File: src/twp_pkg.sv
// Shared constants and types for the 8-bit timer waveform block.
package twp_pkg;
    // Register byte offsets on the APB bus.
    localparam logic [3:0] twp_ctrl_addr = 4'h0;
    localparam logic [3:0] twp_count_addr = 4'h4;
    localparam logic [3:0] twp_cmp_addr = 4'h8;
    localparam logic [3:0] twp_flag_addr = 4'hc;
    // Control register field positions.
    localparam int twp_force_bit = 7;
    localparam int twp_wsel_hi_bit = 6;
    localparam int twp_act_hi_bit = 5;
    localparam int twp_act_lo_bit = 4;
    localparam int twp_wsel_lo_bit = 3;
    // Flag register field positions.
    localparam int twp_match_bit = 1;
    localparam int twp_ovf_bit = 0;
    // Counter limits and reset values.
    localparam logic [7:0] twp_max = 8'hff;
    localparam logic [7:0] twp_bottom = 8'h00;
    localparam logic [7:0] twp_one = 8'h01;
    localparam logic [7:0] twp_byte_rst = 8'h00;
    // Output-action encodings.
    localparam logic [1:0] twp_act_off = 2'h0;
    localparam logic [1:0] twp_act_tog = 2'h1;
    localparam logic [1:0] twp_act_clr = 2'h2;
    localparam logic [1:0] twp_act_set = 2'h3;
    // Waveform-select encodings.
    localparam logic [1:0] twp_wsel_normal = 2'h0;
    localparam logic [1:0] twp_wsel_phase = 2'h1;
    localparam logic [1:0] twp_wsel_match_clr = 2'h2;
    localparam logic [1:0] twp_wsel_fast = 2'h3;

    typedef enum logic [1:0] {
        twp_normal,
        twp_phase,
        twp_match_clr,
        twp_fast
    } twp_mode_type;
endpackage : twp_pkg

File: src/twp_timer.sv
// 8-bit timer with waveform generation, reached over APB.
// How it works
// - Bits 6 and 3 select normal, phase PWM, clear-on-match, fast PWM.
// - Compare value loads at once outside PWM, at TOP inside PWM.
// - Fast PWM: action 2 clears on match, sets at TOP; 3 inverts.
// - Fast PWM TOP transition happens on the MAX-to-BOTTOM wrap tick.
// - Compare BOTTOM spikes one tick; compare TOP keeps output constant.
// - Phase PWM counts up to MAX, then down to BOTTOM, repeating.
// - Phase PWM holds MAX one tick, period 510 ticks.
// - Phase PWM: action 2 clears up-match, sets down-match; 3 inverts.
// - Phase PWM compare BOTTOM gives constant low, MAX constant high.
// - Non-PWM actions: 0 off, 1 toggle, 2 clear, 3 set on match.
// - Nonzero action routes waveform to pin; direction bit enables it.
// - Force bit outside PWM applies the action immediately.
// - Forced compare sets no flag and never clears the counter.
// - Force bit reads zero; software writes it zero in PWM modes.
// - Counter advances only on clock cycles with timer tick high.
// - Fast PWM counts BOTTOM to MAX then restarts at BOTTOM.
// - Clear-on-match clears the counter on the matching tick itself.
// - Match flag sets on true match; cleared by ack or write one.
//
// The APB interface to the registers and the register addresses are this design's own decisions.
module twp_timer
    import twp_pkg::*;
(
    // Clock and reset.
    input wire logic ref_clk,
    input wire logic srst,
    // APB slave.
    input wire logic psel,
    input wire logic penable,
    input wire logic pwrite,
    input wire logic [31:0] paddr,
    input wire logic [31:0] pwdata,
    output logic [31:0] prdata,
    output logic pready,
    output logic pslverr,
    // Timer tick enable and interrupt vector acknowledges.
    input wire logic timer_tick,
    input wire logic match_ack,
    input wire logic overflow_ack,
    // Port pin.
    input wire logic pin_dir,
    input wire logic port_data,
    output logic pin_out,
    output logic pin_oe,
    // Status.
    output logic wave_out,
    output logic match_flag,
    output logic overflow_flag
);
    logic [7:0] timer_mode_control;
    logic [7:0] count_value;
    logic [7:0] compare_value;
    logic [7:0] compare_active;
    logic count_up;
    logic match_block;
    logic wave_level;
    logic next_level;
    logic [7:0] next_count;
    twp_mode_type mode;
    logic [1:0] output_action;
    logic [1:0] wsel;
    logic pwm_mode;
    logic up_now;
    logic match;
    logic top_hit;
    logic force_hit;
    logic wr_en;
    logic mapped;
    logic [3:0] addr_lo;
    logic [7:0] rd_byte;

    assign wsel = {timer_mode_control[twp_wsel_hi_bit],
        timer_mode_control[twp_wsel_lo_bit]};
    assign output_action = timer_mode_control[twp_act_hi_bit:twp_act_lo_bit];
    assign pwm_mode = (mode == twp_phase) || (mode == twp_fast);
    assign addr_lo = paddr[3:0];
    assign mapped = (paddr[31:4] == 28'h0000000) && (addr_lo[1:0] == 2'h0);
    assign wr_en = psel && penable && pready && pwrite && mapped;

    always_comb
    begin
        unique case (wsel)
            twp_wsel_normal: mode = twp_normal;
            twp_wsel_phase: mode = twp_phase;
            twp_wsel_match_clr: mode = twp_match_clr;
            twp_wsel_fast: mode = twp_fast;
        endcase
    end

    // Direction at the turning points wins over the stored direction.
    assign up_now = (count_value == twp_bottom) ? 1'b1
        : (count_value == twp_max) ? 1'b0 : count_up;
    // A counter write suppresses the match on the following tick.
    assign match = timer_tick && !match_block
        && (count_value == compare_active);
    assign top_hit = timer_tick && (count_value == twp_max);
    assign force_hit = wr_en && (addr_lo == twp_ctrl_addr)
        && pwdata[twp_force_bit]
        && !(pwdata[twp_wsel_lo_bit]);

    always_comb
    begin
        next_count = count_value;
        if (timer_tick)
        begin
            unique case (mode)
                twp_normal, twp_fast:
                    next_count = count_value + twp_one;
                twp_match_clr:
                    // A count write blocks the clear as it blocks the match.
                    next_count = match
                        ? twp_bottom : count_value + twp_one;
                twp_phase:
                    next_count = up_now ? count_value + twp_one
                        : count_value - twp_one;
            endcase
        end
    end

    twp_wave_action u_action (
        .mode(mode),
        .output_action(wr_en && addr_lo == twp_ctrl_addr
            ? pwdata[twp_act_hi_bit:twp_act_lo_bit] : output_action),
        .compare_active(compare_active),
        .match(match),
        .top_hit(top_hit),
        .up_now(up_now),
        .force_hit(force_hit),
        .level(wave_level),
        .next_level(next_level)
    );

    // Control register; the force bit is a strobe and is never stored.
    always_ff @(posedge ref_clk)
    begin
        if (srst)
            timer_mode_control <= twp_byte_rst;
        else if (wr_en && addr_lo == twp_ctrl_addr)
            timer_mode_control <= {1'b0,
                pwdata[twp_wsel_hi_bit:twp_wsel_lo_bit], 3'h0};
    end

    // Counter and its direction.
    always_ff @(posedge ref_clk)
    begin
        if (srst)
        begin
            count_value <= twp_byte_rst;
            count_up <= 1'b1;
            match_block <= 1'b0;
        end
        else if (wr_en && addr_lo == twp_count_addr)
        begin
            count_value <= pwdata[7:0];
            match_block <= 1'b1;
        end
        else
        begin
            count_value <= next_count;
            count_up <= up_now;
            if (timer_tick)
                match_block <= 1'b0;
        end
    end

    // Compare value and its double buffer.
    always_ff @(posedge ref_clk)
    begin
        if (srst)
        begin
            compare_value <= twp_byte_rst;
            compare_active <= twp_byte_rst;
        end
        else
        begin
            if (wr_en && addr_lo == twp_cmp_addr)
                compare_value <= pwdata[7:0];
            // PWM modes hold the old value until TOP to avoid glitches.
            if (!pwm_mode)
                compare_active <= (wr_en && addr_lo == twp_cmp_addr)
                    ? pwdata[7:0] : compare_value;
            else if (top_hit)
                compare_active <= compare_value;
        end
    end

    // Waveform level and pin.
    always_ff @(posedge ref_clk)
    begin
        if (srst)
        begin
            wave_level <= 1'b0;
            wave_out <= 1'b0;
            pin_out <= 1'b0;
            pin_oe <= 1'b0;
        end
        else
        begin
            wave_level <= next_level;
            wave_out <= next_level;
            pin_out <= (output_action != twp_act_off)
                ? next_level : port_data;
            pin_oe <= pin_dir;
        end
    end

    // Flags: a hardware set wins over a clear in the same cycle.
    always_ff @(posedge ref_clk)
    begin
        if (srst)
        begin
            match_flag <= 1'b0;
            overflow_flag <= 1'b0;
        end
        else
        begin
            if (match)
                match_flag <= 1'b1;
            else if (match_ack || (wr_en && addr_lo == twp_flag_addr
                && pwdata[twp_match_bit]))
                match_flag <= 1'b0;
            if (timer_tick && ((mode == twp_phase)
                ? (count_value == twp_bottom)
                : (count_value == twp_max)))
                overflow_flag <= 1'b1;
            else if (overflow_ack || (wr_en && addr_lo == twp_flag_addr
                && pwdata[twp_ovf_bit]))
                overflow_flag <= 1'b0;
        end
    end

    always_comb
    begin
        unique case (addr_lo)
            twp_ctrl_addr: rd_byte = timer_mode_control;
            twp_count_addr: rd_byte = count_value;
            twp_cmp_addr: rd_byte = compare_value;
            twp_flag_addr: rd_byte = {6'h00, match_flag, overflow_flag};
            default: rd_byte = twp_byte_rst;
        endcase
    end

    // APB answers one cycle into the access phase.
    always_ff @(posedge ref_clk)
    begin
        if (srst)
        begin
            pready <= 1'b0;
            pslverr <= 1'b0;
            prdata <= 32'h00000000;
        end
        else
        begin
            pready <= psel && !penable;
            pslverr <= psel && !penable && !mapped;
            if (psel && !penable)
                prdata <= {24'h000000, mapped ? rd_byte : twp_byte_rst};
        end
    end

    // Fast PWM wrap: counter goes MAX to BOTTOM on a tick.
    fast_wrap_a: assert property (@(posedge ref_clk)
        disable iff (srst) (mode == twp_fast && timer_tick
        && count_value == twp_max && !wr_en) |=> count_value == twp_bottom)
        else $error("fast mode did not wrap");

    phase_turn_a: assert property (@(posedge ref_clk)
        disable iff (srst) (mode == twp_phase && timer_tick
        && count_value == twp_max && !wr_en && $past(mode) == twp_phase)
        |=> count_value == twp_max - twp_one)
        else $error("phase mode did not turn at max");

    no_tick_hold_a: assert property (@(posedge ref_clk)
        disable iff (srst) (!timer_tick && !wr_en) |=> $stable(count_value))
        else $error("counter moved without tick");

    match_clear_a: assert property (@(posedge ref_clk)
        disable iff (srst) (mode == twp_match_clr && match && !wr_en)
        |=> count_value == twp_bottom)
        else $error("clear-on-match did not clear");

    force_read_a: assert property (@(posedge ref_clk)
        disable iff (srst) timer_mode_control[twp_force_bit] == 1'b0)
        else $error("force bit stored");

    force_noflag_a: assert property (@(posedge ref_clk)
        disable iff (srst) (force_hit && !match && !match_flag)
        |=> !match_flag)
        else $error("force set match flag");

    flag_set_a: assert property (@(posedge ref_clk)
        disable iff (srst) match |=> match_flag)
        else $error("match flag not set");

    ovf_phase_a: assert property (@(posedge ref_clk)
        disable iff (srst) (mode == twp_phase && timer_tick
        && count_value == twp_bottom) |=> overflow_flag)
        else $error("overflow flag missing at bottom");

    pwm_buffer_a: assert property (@(posedge ref_clk)
        disable iff (srst) (pwm_mode && !top_hit && $past(pwm_mode))
        |=> $stable(compare_active))
        else $error("compare changed away from top");

    pin_route_a: assert property (@(posedge ref_clk)
        disable iff (srst) (output_action != twp_act_off)
        |=> pin_out == wave_out)
        else $error("pin not driven by waveform");

    ovf_max_a: assert property (@(posedge ref_clk)
        disable iff (srst) (mode != twp_phase && timer_tick
        && count_value == twp_max) |=> overflow_flag)
        else $error("overflow flag missing at max");

    fast_top_set_a: assert property (@(posedge ref_clk)
        disable iff (srst) (mode == twp_fast && top_hit && !wr_en
        && output_action == twp_act_clr) |=> wave_out)
        else $error("fast mode did not set at top");

    fast_match_clr_a: assert property (@(posedge ref_clk)
        disable iff (srst) (mode == twp_fast && match && !top_hit && !wr_en
        && output_action == twp_act_clr) |=> !wave_out)
        else $error("fast mode did not clear on match");

    phase_up_clr_a: assert property (@(posedge ref_clk)
        disable iff (srst) (mode == twp_phase && match && up_now && !wr_en
        && output_action == twp_act_clr) |=> !wave_out)
        else $error("phase mode did not clear counting up");

    phase_down_set_a: assert property (@(posedge ref_clk)
        disable iff (srst) (mode == twp_phase && match && !up_now && !wr_en
        && output_action == twp_act_clr) |=> wave_out)
        else $error("phase mode did not set counting down");

    toggle_match_a: assert property (@(posedge ref_clk)
        disable iff (srst) (!pwm_mode && match && !wr_en
        && output_action == twp_act_tog) |=> wave_out != $past(wave_out))
        else $error("waveform did not toggle on match");

    phase_bottom_a: assert property (@(posedge ref_clk)
        disable iff (srst) (mode == twp_phase && timer_tick && !wr_en
        && count_value == twp_bottom) |=> count_value == twp_one)
        else $error("phase mode did not turn at bottom");

    pin_port_a: assert property (@(posedge ref_clk)
        disable iff (srst) (output_action == twp_act_off)
        |=> pin_out == $past(port_data))
        else $error("pin not driven by port data");

    pin_dir_a: assert property (@(posedge ref_clk)
        disable iff (srst) 1'b1 |=> pin_oe == $past(pin_dir))
        else $error("driver enable does not follow direction");

    reset_zero_a: assert property (@(posedge ref_clk)
        srst |=> timer_mode_control == twp_byte_rst
        && count_value == twp_byte_rst && compare_value == twp_byte_rst
        && !wave_out)
        else $error("reset did not clear the timer");
endmodule : twp_timer

File: src/twp_wave_action.sv
// Next waveform level from mode, output action and the current events.
module twp_wave_action
    import twp_pkg::*;
(
    // Mode and action.
    input wire twp_mode_type mode,
    input wire logic [1:0] output_action,
    input wire logic [7:0] compare_active,
    // Events of this cycle.
    input wire logic match,
    input wire logic top_hit,
    input wire logic up_now,
    input wire logic force_hit,
    // Level.
    input wire logic level,
    output logic next_level
);
    always_comb
    begin
        next_level = level;
        unique case (mode)
            twp_normal, twp_match_clr:
            begin
                if (match || force_hit)
                begin
                    unique case (output_action)
                        twp_act_tog: next_level = ~level;
                        twp_act_clr: next_level = 1'b0;
                        twp_act_set: next_level = 1'b1;
                        twp_act_off: next_level = level;
                    endcase
                end
            end
            twp_fast:
            begin
                if (output_action[1])
                begin
                    // A match on TOP is ignored so the TOP action rules.
                    if (top_hit)
                        next_level = ~output_action[0];
                    else if (match && compare_active != twp_max)
                        next_level = output_action[0];
                end
            end
            twp_phase:
            begin
                if (output_action[1] && match)
                    next_level = up_now ? output_action[0]
                        : ~output_action[0];
            end
        endcase
    end
endmodule : twp_wave_action
File: config.mk
export PLATFORM = sky130hd
export DESIGN_NAME = twp_timer
export DESIGN_NICKNAME = d
export VERILOG_FILES = /design/src/twp_pkg.sv /design/src/twp_timer.sv /design/src/twp_wave_action.sv
export SDC_FILE = /design/constraint.sdc
export NUM_CORES = 1
export LEC_CHECK = 0
export BUFFER_PORTS_ARGS = -buffer_cell sky130_fd_sc_hd__buf_2
export CORE_MARGIN = 10
export CORE_UTILIZATION = 54
export DETAILED_ROUTE_END_ITERATION = 10
export PLACE_DENSITY_LB_ADDON = 0.3
export SLEW_MARGIN = 30
export SYNTH_ARGS = -nofsm -noshare
export SYNTH_HDL_FRONTEND = slang
export SYNTH_HIERARCHICAL = 1
export SYNTH_SLANG_ARGS = --single-unit
File: constraint.sdc
create_clock -name ref_clk -period 5.71 [get_ports ref_clk]
set_input_delay 0.571 -clock ref_clk [delete_from_list [all_inputs] [get_ports ref_clk]]
set_output_delay 0.571 -clock ref_clk [all_outputs]
set_load 0.01 [all_outputs]
==> qor.json <==
{
  "worst_hold_path.endpoint": {"value": "pin_oe"},
  "place_congestion": {"value": 0.907},
  "holdBufCountCts": {"value": 0},
  "final_antenna_net_count": {"value": 0},
  "cellLeakagePower": {"value": 1.42, "unit": "nW"},
  "synth.ff_latch_count": {"value": 45},
  "cts-buffers-inserted": {"value": 5},
  "final_critical_path_setup_slack": {"value": 2.50, "unit": "ns"},
  "synth_largest_area_cell": {"value": "sky130_fd_sc_hd__dfxtp_1"},
  "die_area": {"value": 0.00894, "unit": "mm2"},
  "synth-main-ff-cell": {"value": "sky130_fd_sc_hd__dfxtp_1"},
  "cts_tree": {"value": "built"},
  "grtUsageTotal": {"value": 18.8, "unit": "%"},
  "synth.top_cells.by_area": {"value": "sky130_fd_sc_hd__dfxtp_1 (30%), sky130_fd_sc_hd__buf_4 (6.0%), sky130_fd_sc_hd__nor2_1 (5.9%)"},
  "netlist_instances": {"value": 359},
  "avgViaCountPerCell": {"value": 5.70},
  "element_type_at_the_critical_path_end": {"value": "register"},
  "detailedRoute.firstPassIterationCount": {"value": 5},
  "power.density_cell_area": {"value": 202, "unit": "mW/mm2"},
  "number_of_buffers_and_inverters_on_the_critical_path": {"value": 1},
  "setup_skew_after_layout": {"value": 0.00662, "unit": "ns"},
  "min_path_cells": {"value": 2},
  "core": {"value": 0.00544, "unit": "mm2"},
  "layout_worst_path_cycle_share": {"value": 56.2, "unit": "%"},
  "cts_setup_buffers": {"value": 0},
  "cts_sinks": {"value": 45},
  "regToRegStartpoint": {"value": "count_value[3]"},
  "min_period": {"value": 3.21, "unit": "ns"},
  "report.final.hold_viol_count": {"value": 0},
  "critPathTopFamily": {"value": "simple AND/OR/NAND/NOR gates"},
  "cts.clk_slew.worst_paths": {"value": 0.09, "unit": "ns"},
  "finalMaxSlewViolations": {"value": 0},
  "number_of_synthesized_flops_with_an_enable_pin": {"value": 0},
  "detailedRoute.firstIterationViolations": {"value": 243},
  "initial_antenna_violation_count": {"value": 0},
  "cts_root_buf": {"value": "sky130_fd_sc_hd__clkbuf_8"},
  "area_growth_syn_to_layout": {"value": 11.7, "unit": "%"},
  "peakVddDrop": {"value": 0.179, "unit": "mV"},
  "asyncSetResetFlopFracSynth": {"value": 0, "unit": "%"},
  "grt_first_pass_wirelength": {"value": 13700, "unit": "um"},
  "fillerInstances": {"value": 503},
  "worst_ep_required_time": {"value": 5.95, "unit": "ns"},
  "cts_max_level": {"value": 2},
  "first_global_vias": {"value": 2761},
  "n_antenna_cell": {"value": 0},
  "post_synth_instance_area": {"value": 0.00300, "unit": "mm2"},
  "timing.reg2reg.worst_path_depth": {"value": 9},
  "run_status": {"value": "complete, no violations"},
  "worst_hold_startpoint": {"value": "pin_dir"},
  "timing_worst_setup_path_type": {"value": "input pin to register"},
  "count_of_distinct_cell_types_in_the_synthesized_netlist": {"value": 60},
  "arrival": {"value": 3.44, "unit": "ns"},
  "critPathLaunchType": {"value": "input pin"},
  "critical_path.max_fanout": {"value": 6},
  "total_routed_length": {"value": 8280, "unit": "um"},
  "placement.io_buffers": {"value": 64},
  "synth_seq_area_share": {"value": 30.0, "unit": "%"},
  "die_h": {"value": 94.6, "unit": "um"},
  "placement.setup.worst_slack": {"value": 2.19, "unit": "ns"},
  "avgRoutedWirePerCell": {"value": 17.2, "unit": "um"},
  "maxCapViolations": {"value": 0},
  "setup_total_negative_slack": {"value": 0, "unit": "ns"},
  "worst_r2r_endpoint": {"value": "pin_out"},
  "grt_start_max_net_pins": {"value": 45},
  "start_util": {"value": 55.2, "unit": "%"},
  "synth.yosys.warnings": {"value": 6},
  "synth_largest_type_area_fraction": {"value": 30.0, "unit": "%"},
  "critical_path.cell_chain": {"value": "buf_2 > nor4_1 > nand4_2 > nor3_4 > nor3b_4 > mux2_4 > nand2b_1 > o311a_2 > a31o_1 > a21oi_1 > o21ai_0 > a21oi_1"},
  "reg2reg_setup_slack": {"value": 2.87, "unit": "ns"},
  "ioPinCount": {"value": 113},
  "cts.repair.resized": {"value": 0},
  "crit_top_cell": {"value": "sky130_fd_sc_hd__a21oi_1"},
  "unrepaired_setup_endpoints_after_global_routing": {"value": "no"},
  "clock_insertion_delay_worst_skew": {"value": 0.31, "unit": "ns"},
  "critical_path.max_stage_delay": {"value": 0.43, "unit": "ns"},
  "tightest_slew": {"value": 0.863, "unit": "ns"},
  "synth.most_common_cell": {"value": "sky130_fd_sc_hd__nor2_1"},
  "fp.dieW": {"value": 94.6, "unit": "um"},
  "relSlewSlack": {"value": 42.0, "unit": "%"},
  "critPathSlowestCell": {"value": "sky130_fd_sc_hd__nor3b_4"},
  "count_of_vias_placed_by_the_detailed_router": {"value": 2747},
  "timing.final.setup_violations": {"value": 0},
  "route.detailed.drc": {"value": 0},
  "post_synth_most_frequent_cells": {"value": "sky130_fd_sc_hd__nor2_1 (47), sky130_fd_sc_hd__dfxtp_1 (45), sky130_fd_sc_hd__buf_4 (24)"},
  "postSynthAreaPerCell": {"value": 8.36, "unit": "um2"},
  "drive_above_1_share": {"value": 23.7, "unit": "%"},
  "holdCritPathClass": {"value": "input pin to register"},
  "std_cell_rows": {"value": 27},
  "design.final.nets": {"value": 490},
  "overflow": {"value": 0},
  "place_hpwl": {"value": 6320, "unit": "um"},
  "fmax": {"value": 0.312, "unit": "GHz"},
  "clock_path_buffers": {"value": 2}
}
-- metrics by stage --
stage          utilization [%]  instance area, um2  std cells  total power (W)  hold slack, ns
6_report                  61.6                3350        482         0.000676           0.476
5_1_grt                   61.6                3350        482         0.000704           0.481
3_3_place_gp              59.4                3230        474         0.000420           0.479
3_5_place_dp              59.4                3230        474         0.000422           0.483
2_1_floorplan                -                3090        382         0.000402           0.442
4_1_cts                   61.6                3350        482         0.000677           0.483
-- cell type report --
| class | instances | area (um2) | area share [%] |
|---|---|---|---|
| clock inverter | 3 | 50.0 | 1.49 |
| clock buffer | 5 | 68.8 | 2.05 |
| timing repair buffer | 64 | 320 | 9.56 |
| inverter | 13 | 48.8 | 1.46 |
| multi-input combinational | 280 | 1870 | 55.9 |
| tap | 72 | 90.1 | 2.69 |
| sequential | 45 | 901 | 26.9 |
-- how the worst max path moves through the flow --
| stage | startpoint | to | cells after the start |
|---|---|---|---|
| detailed placement | paddr[28] | pin_out | 12 |
| finish | paddr[28] | pin_out | 12 |
| global placement | paddr[15] | pin_out | 12 |
| global route | paddr[28] | pin_out | 12 |
| floorplan | paddr[28] | pin_out | 11 |
| CTS | paddr[28] | pin_out | 12 |
-- flip-flops by register name, indices dropped and copies added, names as in the netlist, 4 cells and up --
register	count
prdata	8
compare_active	8
timer_mode_control	4
compare_value	8
count_value	8
-- layout by cell type (no fill, tap or decap), drive strengths merged, types with 4 or more instances in the layout --
cell,n
a211oi,12
a21oi,6
a22oi,8
a31oi,6
buf,64
clkbuf,5
conb,24
dfxtp,45
ha,7
inv,14
mux2,12
mux2i,17
nand2,22
nand2b,4
nand3,6
nand4,10
nor2,48
nor2b,4
nor3,8
nor4,13
o21ai,15
xnor2,12
xor2,5
-- routing by layer --
layer	vias to the layer above	share of wire (%)	wire, um	GRT usage, %
met3	16	9.5	790	6.66
met4	0	2.1	170	4.74
met1	1271	43	3540	23.6
li1	1341	-	-	-
met2	119	46	3770	29.9
met5	-	0	0	0
-- cells by family after synthesis --
| family | after synthesis | synth area share [%] |
|---|---|---|
| and+or+nand+nor | 132 | 24.1 |
| DFF | 45 | 30.0 |
| adders and majority gates | 7 | 2.92 |
| other | 1 | 0.125 |
| buffers and inverters | 57 | 10.5 |
| xor gates and xnor gates | 17 | 4.96 |
| AOI/OAI and AO/OA | 71 | 17.0 |
| muxes | 29 | 10.4 |
-- power breakdown --
| part | leakage [nW] | switching (W) | internal, W |
|---|---|---|---|
| combinational | 0.998 | 0.0000517 | 0.0000353 |
| clock | 0.0603 | 0.000125 | 0.000134 |
| sequential | 0.365 | 0.0000109 | 0.000319 |
Power figures use the tool's default switching activity.
